==> config.mk <==
export PLATFORM = sky130hd
export DESIGN_NAME = pms_sequencer
export DESIGN_NICKNAME = d
export VERILOG_FILES = /design/src/design/pms_pkg.sv /design/src/design/pms_pin_if.sv /design/src/design/pms_sequencer.sv /design/src/design/pms_pin_sync.sv
export SDC_FILE = /design/constraint.sdc
export NUM_CORES = 1
export LEC_CHECK = 0
export BUFFER_PORTS_ARGS = -buffer_cell sky130_fd_sc_hd__buf_2
export CAP_MARGIN = 40
export CORE_MARGIN = 10
export CORE_UTILIZATION = 44
export CTS_CLUSTER_SIZE = 40
export DETAILED_ROUTE_END_ITERATION = 16
export GPL_TIMING_DRIVEN = 0
export PLACE_DENSITY = 0.76
export SLEW_MARGIN = 40
export SYNTH_ARGS = -nofsm -noshare
export SYNTH_HDL_FRONTEND = slang
export SYNTH_SLANG_ARGS = --single-unit
==> constraint.sdc <==
create_clock -name mclk -period 2.3 [get_ports mclk]
set_clock_uncertainty 0.05 [all_clocks]
set_input_delay 0.46 -clock mclk [delete_from_list [all_inputs] [get_ports mclk]]
set_output_delay 0.46 -clock mclk [all_outputs]
set_load 0.05 [all_outputs]
==> src/design/pms_pkg.sv <==
// Purpose: shared constants and types of the power mode sequencer
// Assumes: mclk is an always-on 10 MHz clock that keeps running in deep sleep
// Notes:   power-down bit positions follow the order of the pd_* vectors
package pms_pkg;

  typedef enum logic [1:0]
  {
    PMS_NORMAL,
    PMS_LOW_SPEED,
    PMS_DEEP_SLEEP
  } pms_mode_e;

  // power-down vector field positions
  localparam int PD_SPI   = 0;
  localparam int PD_I2C   = 1;
  localparam int PD_LCD   = 2;
  localparam int PD_LVD   = 3;
  localparam int PD_BOR   = 4;
  localparam int PD_METER = 5;
  localparam int PD_TEMP  = 6;
  localparam int PD_W     = 7;

  // reset value of the power-down vector: meter, lcd, i2c, spi off
  localparam logic [PD_W-1:0] PD_RST = 7'h27;

  // sleep key vector: key in [7:2], ctl_a in [1], ctl_b in [0]
  localparam int KEY_CTL_B = 0;
  localparam int KEY_CTL_A = 1;
  localparam int KEY_LSB   = 2;
  localparam logic [5:0] SLEEP_KEY     = 6'h2d;
  localparam logic [7:0] KEY_RST       = 8'h00;
  localparam logic [7:0] SLEEP_CMD     = 8'h36;
  localparam logic [1:0] ROUTE_RST     = 2'h0;
  localparam logic [7:0] RTC_MASK_RST  = 8'h00;
  localparam logic [15:0] RESTART_ADDR = 16'h0000;

  // wake pin low pulse, least time
  localparam int CLK_PERIOD_NS  = 100;
  localparam int WAKE_PULSE_NS  = 100;
  localparam int WAKE_PULSE_RAW = (WAKE_PULSE_NS + CLK_PERIOD_NS - 1) / CLK_PERIOD_NS;
  localparam int WAKE_PULSE_CYC = (WAKE_PULSE_RAW < 1) ? 1 : WAKE_PULSE_RAW;

  // synchronised pin indices
  localparam int PIN_INT0 = 0;
  localparam int PIN_INT1 = 1;
  localparam int PIN_RX0  = 2;
  localparam int PIN_RX1  = 3;
  localparam int PIN_RST  = 4;
  localparam int PIN_N    = 5;

endpackage

==> src/design/pms_pin_if.sv <==
// Purpose: carries one raw pin level into its synchroniser and back
// Assumes: pins idle high
// Notes:   one instance per wake pin
interface pms_pin_if;
  logic raw;
  logic clean;
  modport sync (input raw, output clean);
  modport user (output raw, input clean);
endinterface

==> src/design/pms_sequencer.sv <==
// Purpose: sequences normal, low speed and deep sleep modes, gates clocks and supplies
// Assumes: mclk is always on; clock enables and supply enables feed external gates
// Notes:   wdt and rtc events come from mclk logic and are not synchronised
// How it works
// low speed mode selects low-frequency crystal, divided per sys_clk_div_sel
// meter_unit_off resets to one, metering and adc clocks off
// temp, lcd, spi, i2c clocks gated by own bits; lcd/spi/i2c reset off
// high-frequency oscillator off by default, enabled by primary_osc_on
// temp, adc, brownout, lvd, lcd supplies each switched by own bit
// normal mode selects high-frequency crystal, divided per sys_clk_div_sel
// software clears meter_unit_off in normal mode to run metering
// software enables second current adc channel separately for anti-tamper
// deep sleep stops system clock, core and all peripheral clocks except lcd
// low-frequency oscillator keeps running in deep sleep for the rtc
// rc oscillator in sleep follows rc_osc_keep_in_sleep; watchdog needs it
// lcd state in sleep is lcd_off captured at entry
// external ram and meter contents lost in sleep; registers reinitialised
// brownout state in sleep from brownout_off and brownout_in_sleep at entry
// oscillator, sram, por, rtc, watchdog supplies stay on in sleep
// normal to low speed switches clock source to low frequency
// low speed to normal switches clock source to high frequency
// key 101101, ctl a 1, ctl b 0, then command 0x36 enters sleep
// sleep exits only by wake-up reset into low speed, seven sources
// wake reset sets flag, restarts at 0000H, resets all but flag
// four wake pins share two lines chosen by rx_wake_route
// selected wake pin low at least 100 ns wakes, no service routine; code needs the pin low at two successive rising mclk edges
// reading reset status clears wake_reset_flag
// command 0x36 with wrong key is illegal and resets the device
module pms_sequencer
(
  // clock and reset
  input  wire logic                    mclk,
  input  wire logic                    sys_rst,
  // power-down bits
  input  wire logic                    pd_wr,
  input  wire logic [pms_pkg::PD_W-1:0] pd_wdata,
  output logic [pms_pkg::PD_W-1:0]     pd_rdata,
  // configuration
  input  wire logic                    cfg_wr,
  input  wire logic                    sys_clk_div_sel,
  input  wire logic                    primary_osc_on,
  input  wire logic                    rc_osc_keep_in_sleep,
  input  wire logic                    brownout_in_sleep,
  input  wire logic                    second_current_adc_on,
  input  wire logic [1:0]              rx_wake_route,
  input  wire logic [7:0]              rtc_irq_mask,
  // sleep key and command
  input  wire logic                    key_wr,
  input  wire logic [7:0]              key_wdata,
  output logic [7:0]                   key_rdata,
  input  wire logic                    cmd_wr,
  input  wire logic [7:0]              cmd_wdata,
  // mode switch requests
  input  wire logic                    req_normal,
  input  wire logic                    req_low_speed,
  // reset status
  input  wire logic                    rst_stat_rd,
  output logic                         wake_reset_flag,
  // wake sources
  input  wire logic                    int0_pin_n,
  input  wire logic                    int1_pin_n,
  input  wire logic                    rx0_pin,
  input  wire logic                    rx1_pin,
  input  wire logic                    rst_pin_n,
  input  wire logic                    wdt_overflow,
  input  wire logic [7:0]              rtc_irq_src,
  // mode and system clock
  output pms_pkg::pms_mode_e           mode,
  output logic                         sys_clk_run,
  output logic                         sys_clk_sel_hf,
  output logic                         sys_clk_div2,
  output logic                         hf_osc_en,
  output logic                         lf_osc_en,
  output logic                         rc_osc_en,
  output logic                         wdt_en,
  // clock enables
  output logic                         core_clk_en,
  output logic                         meter_clk_en,
  output logic [2:0]                   adc_clk_en,
  output logic                         temp_clk_en,
  output logic                         lcd_clk_en,
  output logic                         spi_clk_en,
  output logic                         i2c_clk_en,
  output logic                         carrier_clk_en,
  // supply enables
  output logic                         temp_pwr_en,
  output logic                         adc_pwr_en,
  output logic                         brownout_pwr_en,
  output logic                         lvd_pwr_en,
  output logic                         lcd_pwr_en,
  output logic [4:0]                   always_on_pwr_en,
  output logic                         xram_keep,
  // reset requests to the core
  output logic                         wake_reset,
  output logic                         illegal_reset,
  output logic [15:0]                  core_restart_addr
);

  pms_pkg::pms_mode_e      mode_q;
  logic [pms_pkg::PD_W-1:0] pd_q;
  logic [7:0]              key_q;
  logic                    div_sel_q;
  logic                    hf_on_q;
  logic                    rc_keep_q;
  logic                    bor_sleep_cfg_q;
  logic                    adc2_on_q;
  logic [1:0]              route_q;
  logic [7:0]              rtc_mask_q;
  logic                    lcd_keep_off_q;
  logic                    rc_sleep_q;
  logic                    bor_sleep_q;
  logic                    flag_q;
  logic                    wake_reset_q;
  logic                    illegal_reset_q;
  logic [1:0]              low_cnt_q [2];
  logic [2:0]              out_clk_q;
  logic [2:0]              osc_q;
  logic [9:0]              clk_en_q;
  logic [5:0]              pwr_q;
  logic                    in_sleep;
  logic                    cmd_hit;
  logic                    key_ok;
  logic                    sleep_go;
  logic                    illegal;
  logic                    wake_evt;
  logic                    soft_rst;
  logic [1:0]              line_n;
  logic [1:0]              line_wake;
  logic [pms_pkg::PIN_N-1:0] pin_raw;
  logic [pms_pkg::PIN_N-1:0] pin_clean;

  // pins pass the three-stage filter before any decision
  pms_pin_if pin_bus [pms_pkg::PIN_N] ();

  assign pin_raw = {rst_pin_n, rx1_pin, rx0_pin, int1_pin_n, int0_pin_n};

  for (genvar g = 0; g < pms_pkg::PIN_N; g++)
  begin : g_pin
    assign pin_bus[g].raw = pin_raw[g];
    assign pin_clean[g]   = pin_bus[g].clean;
    pms_pin_sync u_sync
    (
      .mclk    (mclk),
      .sys_rst (sys_rst),
      .pin     (pin_bus[g])
    );
  end

  assign in_sleep = (mode_q == pms_pkg::PMS_DEEP_SLEEP);
  assign cmd_hit  = cmd_wr && (cmd_wdata == pms_pkg::SLEEP_CMD) && !in_sleep;
  assign key_ok   = (key_q[7:pms_pkg::KEY_LSB] == pms_pkg::SLEEP_KEY);
  // a valid key with wrong ctl bits is ignored rather than acted on
  assign sleep_go = cmd_hit && key_ok && key_q[pms_pkg::KEY_CTL_A]
                    && !key_q[pms_pkg::KEY_CTL_B];
  assign illegal  = cmd_hit && !key_ok;

  // two shared lines, each fed by its int pin or its rx pin
  assign line_n[0] = route_q[0] ? pin_clean[pms_pkg::PIN_RX0]
                                : pin_clean[pms_pkg::PIN_INT0];
  assign line_n[1] = route_q[1] ? pin_clean[pms_pkg::PIN_RX1]
                                : pin_clean[pms_pkg::PIN_INT1];

  // low-time counters saturate at the least pulse length
  for (genvar l = 0; l < 2; l++)
  begin : g_line
    always_ff @(posedge mclk or posedge sys_rst)
    begin
      if (sys_rst)
        low_cnt_q[l] <= 2'd0;
      else if (line_n[l] || !in_sleep)
        low_cnt_q[l] <= 2'd0;
      else if (low_cnt_q[l] < 2'(pms_pkg::WAKE_PULSE_CYC))
        low_cnt_q[l] <= low_cnt_q[l] + 2'd1;
    end
    assign line_wake[l] = (low_cnt_q[l] >= 2'(pms_pkg::WAKE_PULSE_CYC));
  end

  // the watchdog can only wake if the rc oscillator was kept running
  assign wake_evt = in_sleep && (|line_wake || !pin_clean[pms_pkg::PIN_RST]
                    || (wdt_overflow && rc_sleep_q)
                    || |(rtc_irq_src & rtc_mask_q));
  assign soft_rst = wake_evt || illegal;

  // mode sequencing
  always_ff @(posedge mclk or posedge sys_rst)
  begin
    if (sys_rst)
      mode_q <= pms_pkg::PMS_LOW_SPEED;
    else if (soft_rst)
      mode_q <= pms_pkg::PMS_LOW_SPEED;
    else if (sleep_go)
      mode_q <= pms_pkg::PMS_DEEP_SLEEP;
    else
    begin
      unique case (mode_q)
        pms_pkg::PMS_NORMAL:
          if (req_low_speed)
            mode_q <= pms_pkg::PMS_LOW_SPEED;
        pms_pkg::PMS_LOW_SPEED:
          if (req_normal && hf_on_q)
            mode_q <= pms_pkg::PMS_NORMAL;
        pms_pkg::PMS_DEEP_SLEEP:
          mode_q <= pms_pkg::PMS_DEEP_SLEEP;
        default:
          mode_q <= pms_pkg::PMS_LOW_SPEED;
      endcase
    end
  end

  // power-down bits; wake and illegal resets reload the reset image
  always_ff @(posedge mclk or posedge sys_rst)
  begin
    if (sys_rst)
      pd_q <= pms_pkg::PD_RST;
    else if (soft_rst)
      pd_q <= pms_pkg::PD_RST;
    else if (pd_wr && !in_sleep)
      pd_q <= pd_wdata;
  end

  // configuration bits
  always_ff @(posedge mclk or posedge sys_rst)
  begin
    if (sys_rst)
    begin
      div_sel_q       <= 1'b0;
      hf_on_q         <= 1'b0;
      rc_keep_q       <= 1'b0;
      bor_sleep_cfg_q <= 1'b0;
      adc2_on_q       <= 1'b0;
      route_q         <= pms_pkg::ROUTE_RST;
      rtc_mask_q      <= pms_pkg::RTC_MASK_RST;
    end
    else if (soft_rst)
    begin
      div_sel_q       <= 1'b0;
      hf_on_q         <= 1'b0;
      rc_keep_q       <= 1'b0;
      bor_sleep_cfg_q <= 1'b0;
      adc2_on_q       <= 1'b0;
      route_q         <= pms_pkg::ROUTE_RST;
      rtc_mask_q      <= pms_pkg::RTC_MASK_RST;
    end
    else if (cfg_wr && !in_sleep)
    begin
      div_sel_q       <= sys_clk_div_sel;
      hf_on_q         <= primary_osc_on;
      rc_keep_q       <= rc_osc_keep_in_sleep;
      bor_sleep_cfg_q <= brownout_in_sleep;
      adc2_on_q       <= second_current_adc_on;
      route_q         <= rx_wake_route;
      rtc_mask_q      <= rtc_irq_mask;
    end
  end

  // sleep key
  always_ff @(posedge mclk or posedge sys_rst)
  begin
    if (sys_rst)
      key_q <= pms_pkg::KEY_RST;
    else if (soft_rst)
      key_q <= pms_pkg::KEY_RST;
    else if (key_wr && !in_sleep)
      key_q <= key_wdata;
  end

  // settings frozen at sleep entry so later writes cannot disturb sleep
  always_ff @(posedge mclk or posedge sys_rst)
  begin
    if (sys_rst)
    begin
      lcd_keep_off_q <= 1'b1;
      rc_sleep_q     <= 1'b0;
      bor_sleep_q    <= 1'b0;
    end
    else if (sleep_go)
    begin
      lcd_keep_off_q <= pd_q[pms_pkg::PD_LCD];
      rc_sleep_q     <= rc_keep_q;
      bor_sleep_q    <= !pd_q[pms_pkg::PD_BOR] && bor_sleep_cfg_q;
    end
  end

  // wake flag survives the wake reset; a set wins over a read clear
  always_ff @(posedge mclk or posedge sys_rst)
  begin
    if (sys_rst)
      flag_q <= 1'b0;
    else if (wake_evt)
      flag_q <= 1'b1;
    else if (rst_stat_rd)
      flag_q <= 1'b0;
  end

  // reset pulses to the core; it restarts without taking the interrupt
  always_ff @(posedge mclk or posedge sys_rst)
  begin
    if (sys_rst)
    begin
      wake_reset_q    <= 1'b0;
      illegal_reset_q <= 1'b0;
    end
    else
    begin
      wake_reset_q    <= wake_evt;
      illegal_reset_q <= illegal;
    end
  end

  // system clock source and oscillators
  always_ff @(posedge mclk or posedge sys_rst)
  begin
    if (sys_rst)
    begin
      out_clk_q <= 3'b001;
      osc_q     <= 3'b110;
    end
    else
    begin
      out_clk_q[0] <= !in_sleep;
      out_clk_q[1] <= (mode_q == pms_pkg::PMS_NORMAL);
      out_clk_q[2] <= div_sel_q;
      osc_q[0]     <= hf_on_q && !in_sleep;
      osc_q[1]     <= 1'b1;
      osc_q[2]     <= in_sleep ? rc_sleep_q : 1'b1;
    end
  end

  // clock enables: {carrier, i2c, spi, lcd, temp, adc[2:0], meter, core}
  always_ff @(posedge mclk or posedge sys_rst)
  begin
    if (sys_rst)
      clk_en_q <= 10'h000;
    else
    begin
      clk_en_q[0]   <= !in_sleep;
      clk_en_q[1]   <= !in_sleep && !pd_q[pms_pkg::PD_METER];
      clk_en_q[2]   <= !in_sleep && !pd_q[pms_pkg::PD_METER];
      clk_en_q[3]   <= !in_sleep && !pd_q[pms_pkg::PD_METER] && adc2_on_q;
      clk_en_q[4]   <= !in_sleep && !pd_q[pms_pkg::PD_METER];
      clk_en_q[5]   <= !in_sleep && !pd_q[pms_pkg::PD_TEMP];
      clk_en_q[6]   <= in_sleep ? !lcd_keep_off_q : !pd_q[pms_pkg::PD_LCD];
      clk_en_q[7]   <= !in_sleep && !pd_q[pms_pkg::PD_SPI];
      clk_en_q[8]   <= !in_sleep && !pd_q[pms_pkg::PD_I2C];
      clk_en_q[9]   <= !in_sleep;
    end
  end

  // supply enables: {xram, lcd, lvd, brownout, adc, temp}
  always_ff @(posedge mclk or posedge sys_rst)
  begin
    if (sys_rst)
      pwr_q <= 6'h00;
    else
    begin
      pwr_q[0] <= !pd_q[pms_pkg::PD_TEMP];
      pwr_q[1] <= !pd_q[pms_pkg::PD_METER] && !in_sleep;
      pwr_q[2] <= in_sleep ? bor_sleep_q : !pd_q[pms_pkg::PD_BOR];
      pwr_q[3] <= !pd_q[pms_pkg::PD_LVD];
      pwr_q[4] <= in_sleep ? !lcd_keep_off_q : !pd_q[pms_pkg::PD_LCD];
      pwr_q[5] <= !in_sleep;
    end
  end

  assign mode              = mode_q;
  assign pd_rdata          = pd_q;
  assign key_rdata         = key_q;
  assign wake_reset_flag   = flag_q;
  assign sys_clk_run       = out_clk_q[0];
  assign sys_clk_sel_hf    = out_clk_q[1];
  assign sys_clk_div2      = out_clk_q[2];
  assign hf_osc_en         = osc_q[0];
  assign lf_osc_en         = osc_q[1];
  assign rc_osc_en         = osc_q[2];
  assign wdt_en            = osc_q[2];
  assign core_clk_en       = clk_en_q[0];
  assign meter_clk_en      = clk_en_q[1];
  assign adc_clk_en        = clk_en_q[4:2];
  assign temp_clk_en       = clk_en_q[5];
  assign lcd_clk_en        = clk_en_q[6];
  assign spi_clk_en        = clk_en_q[7];
  assign i2c_clk_en        = clk_en_q[8];
  assign carrier_clk_en    = clk_en_q[9];
  assign temp_pwr_en       = pwr_q[0];
  assign adc_pwr_en        = pwr_q[1];
  assign brownout_pwr_en   = pwr_q[2];
  assign lvd_pwr_en        = pwr_q[3];
  assign lcd_pwr_en        = pwr_q[4];
  assign xram_keep         = pwr_q[5];
  assign always_on_pwr_en  = 5'h1f;
  assign wake_reset        = wake_reset_q;
  assign illegal_reset     = illegal_reset_q;
  assign core_restart_addr = pms_pkg::RESTART_ADDR;
endmodule

==> src/design/pms_pin_sync.sv <==
// Purpose: three-stage synchroniser with agreement filter for one pin
// Assumes: pin idles high
// Notes:   a change is taken only once stages two and three agree
module pms_pin_sync
(
  // clock and reset
  input  wire logic mclk,
  input  wire logic sys_rst,
  // pin
  pms_pin_if.sync   pin
);

  logic s1_q;
  logic s2_q;
  logic s3_q;
  logic clean_q;

  always_ff @(posedge mclk or posedge sys_rst)
  begin
    if (sys_rst)
    begin
      s1_q <= 1'b1;
      s2_q <= 1'b1;
      s3_q <= 1'b1;
    end
    else
    begin
      s1_q <= pin.raw;
      s2_q <= s1_q;
      s3_q <= s2_q;
    end
  end

  // only stages two and three are looked at, stage one may be metastable
  always_ff @(posedge mclk or posedge sys_rst)
  begin
    if (sys_rst)
      clean_q <= 1'b1;
    else if (s2_q == s3_q)
      clean_q <= s3_q;
  end

  assign pin.clean = clean_q;

endmodule

### After elaboration in Yosys (flattened, before gate mapping)

Index checks and enable logic that the tools add are counted.

| operators by class | value |
|---|---|
| mux-type cells | 34 |
| $mul | 0 |
| add/sub/neg operators | 2 |
| eq/ne operators | 11 |
| divide/modulo/power cells | 0 |
| order comparisons | 4 |
| reductions and logical operators | 47 |
| bitwise gates (word level) | 1 |
| shift-type cells | 0 |

Operators with widths:

| operator | count |
|---|---|
| 8-bit two-way mux | 4 |
| 2-bit two-way mux | 10 |
| 1-bit logical AND | 19 |
| 1-bit two-way mux | 17 |
| 7-bit two-way mux | 2 |
| 1-bit zero test | 12 |
| 2-bit nonzero test | 6 |
| 8-bit bitwise AND | 1 |
| 8-bit by 6-bit == test with 1-bit output, second input constant | 1 |
| 4-bit != test, second input constant | 2 |
| 8-bit OR reduction | 1 |
| 6-bit == test, second input constant | 1 |
| 1-bit logical OR | 6 |
| 2-bit case mux with 3 select lines | 1 |
| 1-bit == test | 5 |
| 2-bit by 1-bit adder with 2-bit output, second input constant | 2 |
| 2-bit by 1-bit >= comparator with 1-bit output, second input constant | 2 |
| 2-bit by 1-bit less-than comparator with 1-bit output, second input constant | 2 |
| 2-bit by 1-bit == test with 1-bit output, second input constant | 1 |
| 2-bit == test, second input constant | 1 |
| 2-bit zero test | 1 |
| 2-bit AND reduction | 1 |
| 2-bit OR reduction | 1 |

| word-level totals | value |
|---|---|
| memories | 0 |
| flip-flop bits (word level) | 83 |
| latch bits | 0 |
| ROM bits | 0 |
| memory bits (writable) | 0 |

### Logic depth before layout (Yosys ltp)

| depth | value |
|---|---|
| depth after elaboration | 9 |
| depth in mapped cells | 10 |
| mapped depth without buffers | 7 |

### By module

From an unflattened synthesis, not the netlist that was laid out.

| second synthesis, totals | value |
|---|---|
| cells, all modules | 265 |
| area total of the unflattened synthesis | 3400.8 um^2 |

By module, submodules not included:

| module | times used | area each (um^2) | cells an instance | sequential area each (um^2) |
|---|---|---|---|---|
| pms_sequencer | 1 | 2800.2 | 235 | 1436.4 |
| pms_pin_sync | 5 | 120.1 | 6 | 105.1 |

### Least setup slack after synthesis

OpenSTA, ideal clock, no wires.

| timing | value |
|---|---|
| path kind | flip-flop to flip-flop |
| start | register mode_q[0], in the netlist mode[0] |
| end | register div_sel_q |
| arrival time | 2.125 ns |
| required time | 2.129 ns |
| stages on the path, launching flop included | 11 |
| setup slack | 0.004 ns |
| setup time | 0.121 ns |
| path through | dfstp_2 inv_1 ha_1 buf_2 nand4bb_1 nor4_2 nand2b_2 inv_1 buf_4 buf_4 nor3_2 |

| on the way | value |
|---|---|
| cells in the longest elaborated chain, start to end | 6 |
| elaborated cells on any way between the ends | 9 |

Ends and longest elaborated chain:

| item | line | RTL |
|---|---|---|
| start, declared | pms_sequencer.sv:99 | `pms_pkg::pms_mode_e mode_q;` |
| start signal, assigned | pms_sequencer.sv:188 | `mode_q <= pms_pkg::PMS_LOW_SPEED;` |
| start signal, assigned | pms_sequencer.sv:190 | `mode_q <= pms_pkg::PMS_LOW_SPEED;` |
| start signal, assigned | pms_sequencer.sv:192 | `mode_q <= pms_pkg::PMS_DEEP_SLEEP;` |
| 2-bit == test * | pms_sequencer.sv:149 | `assign in_sleep = (mode_q == pms_pkg::PMS_DEEP_SLEEP);` |
| 1-bit zero test | pms_sequencer.sv:150, pms_sequencer.sv:244 |  |
| 1-bit logical AND | pms_sequencer.sv:150 | `assign cmd_hit = cmd_wr && (cmd_wdata == pms_pkg::SLEEP_CMD) && !in_sleep;` |
| 1-bit logical AND | pms_sequencer.sv:155 | `assign illegal = cmd_hit && !key_ok;` |
| 1-bit logical OR | pms_sequencer.sv:182 | `assign soft_rst = wake_evt \|\| illegal;` |
| 1-bit two-way mux / 2-bit nonzero test (equally long branches) | n/a |  |
| end signal, assigned | pms_sequencer.sv:246 | `div_sel_q <= sys_clk_div_sel;` |
| end, declared | pms_sequencer.sv:102 | `logic div_sel_q;` |

Every way passes the cells marked *; elsewhere a longest branch is shown, timed or not.
A chain may end at the register's enable or synchronous reset.

### Final worst setup path

| timing | value |
|---|---|
| start | register mode_q[0], in the netlist mode[0] |
| end | register bor_sleep_q |

| on the way | value |
|---|---|
| cells in the longest elaborated chain, start to end | 6 |

Ends and longest elaborated chain:

| item | line | RTL |
|---|---|---|
| 2-bit == test | pms_sequencer.sv:149 |  |
| 1-bit zero test | pms_sequencer.sv:150 |  |
| 1-bit logical AND | pms_sequencer.sv:150 |  |
| 1-bit logical AND (2 in series) | pms_sequencer.sv:153 | `assign sleep_go = cmd_hit && key_ok && key_q[pms_pkg::KEY_CTL_A]` |
| 1-bit logical AND | pms_sequencer.sv:154 | `&& !key_q[pms_pkg::KEY_CTL_B];` |
| end signal, assigned | pms_sequencer.sv:280 | `bor_sleep_q <= !pd_q[pms_pkg::PD_BOR] && bor_sleep_cfg_q;` |
| end, declared | pms_sequencer.sv:111 | `logic bor_sleep_q;` |

No other way between the ends.

==> flow_summary.json <==
{
  "outcome": "finished, final reports clean",
  "wl_per_cell_um": 16.0,
  "post-route-util_pct": 60.9,
  "synthMuxAreaShare_pct": 11.5,
  "cts_buffers": 9,
  "cts-root-buf": "clkbuf_8",
  "crit_arrival_ps": 2400,
  "drive_gt1_share_pct": 53.2,
  "cts_num_sinks": 77,
  "antenna_left": 0,
  "finalWorstSetupSlack_ps": 83.8,
  "core_um2": 7330,
  "max-vdd-ir-drop_uv": 393,
  "cts_max_level": 3,
  "grt_usage_pct": 14.2,
  "hold_viol_final": 0,
  "slowest_stage": "dfstp_2",
  "cp-start-kind": "flop",
  "synth_compound_area_share_pct": 2.92,
  "worstPathRequired_ps": 2480,
  "hold_buffers": 0,
  "grt_pass1_vias": 2617,
  "insertion_delay_ps": 350,
  "initial_core_util_pct": 45.6,
  "overflow": 0,
  "vias_per_cell": 4.54,
  "area_growth_pct": 33.8,
  "rows": 31,
  "vias": 2304,
  "first_pass_iters": 4,
  "place_ws_ps": -125,
  "holdWs_ps": 73.0,
  "max_slew_margin_pct": 60.7,
  "die_x_um": 107,
  "final_area_um2": 4470,
  "first_iter_violations": 44,
  "synthCells": 260,
  "crit_top_cell": "buf_6",
  "setup_viol": 0,
  "synth_top_family_by_area": "simple AND/OR/NAND/NOR gates",
  "place.detailed.hpwl_um": 6280,
  "clk_pin_slew_ps": 70,
  "fin_setup_tns_ps": 0,
  "worstPathMaxFanout": 6,
  "io_buffer_count": 102,
  "n_antenna_cell": 0,
  "die_y_um": 107,
  "drt-total-wl_um": 8120,
  "timing.rr.start": "mode[0]",
  "rsz0062_at_grt": "no",
  "synth_xor_area_share_pct": 0.525,
  "grt_pass1_wl_um": 13000,
  "synth_cell_types": 37,
  "syn_area_um2": 3340,
  "switching_share_pct": 31.8,
  "synth_adder_area_share_pct": 4.12,
  "synth_simple_gate_area_share_pct": 11.8,
  "yosys_warnings": 0,
  "antenna_found_initial": 0,
  "p_leak_uw": 0.00225,
  "p_switching_uw": 1080,
  "end_kind": "flop",
  "clkPwrFrac_pct": 31.1,
  "die-area_um2": 11500,
  "routabilityCongestion": 0.732,
  "max_freq_mhz": 451,
  "ys_ff_latch": 77,
  "path_delay_family": "simple AND/OR/NAND/NOR gates",
  "clock_path_buffers": 2,
  "cpPeakStageDelay_ps": 550,
  "cap_violations": 0,
  "pwr-share-comb_pct": 22.9,
  "sequentialPowerShare_pct": 46.0,
  "slew_viol_final": 0,
  "power_density_nw_per_um2": 760,
  "cp-startpoint": "mode[0]",
  "worst_slew_pin_slew_ps": 590,
  "nNetsFinal": 471,
  "syn_area_per_cell_um2": 12.8,
  "grt_start_max_net_pins": 27,
  "crit_buf_inv": 3,
  "drcViolationCount": 0,
  "synth-seq-area-share_pct": 58.7,
  "dpl_cell_area_um2": 4130,
  "cts_tree": "done",
  "period_minus_slack_ps": 2220,
  "min_path_type": "in -> async",
  "io_pins": 125,
  "final_common_cell": "buf_2",
  "finalCritPeriodShare_pct": 96.4,
  "p_int_uw": 2310,
  "path_class": "reg -> reg",
  "path_cells": "inv_2, ha_2, buf_6, nand4bb_4, nor4_4, nand4b_1, buf_6, mux2_2",
  "final_cell_mix": "buf_2 (104), dfrtp_1 (49), buf_4 (35), mux2i_1 (35), dfstp_2 (28)"
}
==> worst reg2reg max path, cell delays in order, from the launching register on <==
cell and delay (ps):
dfstp_2 550, inv_2 40, ha_2 170, buf_6 130, nand4bb_4 230, nor4_4 320, nand4b_1 180, buf_6 170
mux2_2 260
==> metal layers <==
metal / part of all wire (%) / wire, um / track usage [%]
met4: 1.6 / 133 / 5.71
met5: 0 / 0 / 0
met2: 51 / 4130 / 23.8
met3: 8.6 / 695 / 5.57
met1: 39 / 3170 / 15.8
==> Yosys cell counts <==
cell type / instances / area [um^2]
nor2_1: 10 / 37.5
buf_4: 31 / 233
nor3_1: 16 / 80.1
a211oi_1: 1 / 7.51
and3_1: 1 / 6.26
clkbuf_1: 1 / 3.75
buf_1: 2 / 7.51
inv_2: 1 / 3.75
conb_1: 2 / 7.51
dfrtp_1: 49 / 1230
a21oi_1: 3 / 15.0
inv_1: 12 / 45.0
nor3_2: 10 / 100
nand2_1: 7 / 26.3
mux2i_1: 35 / 350
o21ai_0: 2 / 10.0
nand4_2: 1 / 12.5
nand4b_1: 2 / 17.5
nand2b_1: 1 / 6.26
nand3_1: 4 / 20.0
nand2b_2: 1 / 8.76
nor2b_1: 6 / 37.5
mux2_2: 3 / 33.8
nor4bb_1: 1 / 10.0
maj3_1: 5 / 50.1
xnor2_1: 2 / 17.5
and2_1: 1 / 6.26
o31ai_4: 1 / 21.3
a22oi_1: 3 / 22.5
nor4_2: 1 / 12.5
buf_6: 2 / 22.5
ha_1: 7 / 87.6
a22oi_2: 1 / 12.5
buf_2: 5 / 25.0
dfstp_2: 28 / 736
nand4bb_1: 1 / 11.3
a211o_1: 1 / 8.76
==> cell families after synthesis <==
group / after synthesis
other cells: 2
xor+xnor: 2
mux: 38
compound gates: 12
flops: 77
buf+inv: 54
fa+ha+maj: 12
simple gates: 63
==> per-stage QoR <==
stage	total power, uW	std cells
after CTS	3410	502
final	3400	507
after floorplan	2150	280
after global routing	3560	507
after global placement	2310	481
after detailed placement	2350	484
==> sequential cells by signal, indices dropped and copies added, names as in the netlist, 2 cells and up <==
signal / cells
g_pin.u_sync.pin.clean: 5
key_rdata: 8
pd_rdata: 7
osc_q: 2
clk_en_q: 5
mode: 2
pwr_q: 5
route_q: 2
g_pin.u_sync.s2_q: 5
g_pin.u_sync.s1_q: 5
rtc_mask_q: 8
low_cnt_q: 4
out_clk_q: 3
g_pin.u_sync.s3_q: 5
==> power groups by stage <==
stage / Sequential (uW) / Combinational [uW] / Clock (uW)
floorplan: 1800 / 342 / 0
global placement: 1580 / 729 / 0
detailed placement: 1590 / 765 / 0
CTS: 1560 / 768 / 1080
global route: 1580 / 834 / 1150
finish: 1560 / 779 / 1060
==> what timing repair did <==
item | in CTS | in global routing
buffers inserted | 2 | 5
endpoints found under the setup margin | 15 | 23
pin swaps | 1 | 3
resized for setup | 3 | 14
==> final cells by class <==
type / count / area (um^2)
Multi-Input combinational cell: 149 / 1140
Clock inverter: 4 / 55.1
Sequential cell: 77 / 1960
Fill cell: 641 / 2860
Tap cell: 99 / 124
Clock buffer: 12 / 155
Timing Repair Buffer: 112 / 654
Inverter: 13 / 52.6
Buffer: 41 / 319
==> worst paths after layout <==
kind | slack, ps | depth (start not counted) | to
min in group mclk | 160 | 1 | g_pin[2].u_sync.s1_q
max in group asynchronous | 1420 | 4 | g_pin[3].u_sync.s2_q
worst max-delay path | 80 | 8 | bor_sleep_q
worst min register to register | 310 | 0 | g_pin[2].u_sync.s2_q
worst min-delay path | 70 | 2 | rtc_mask_q[4]
worst max register to register | 80 | 8 | bor_sleep_q
(Power assumes the default switching activity.)
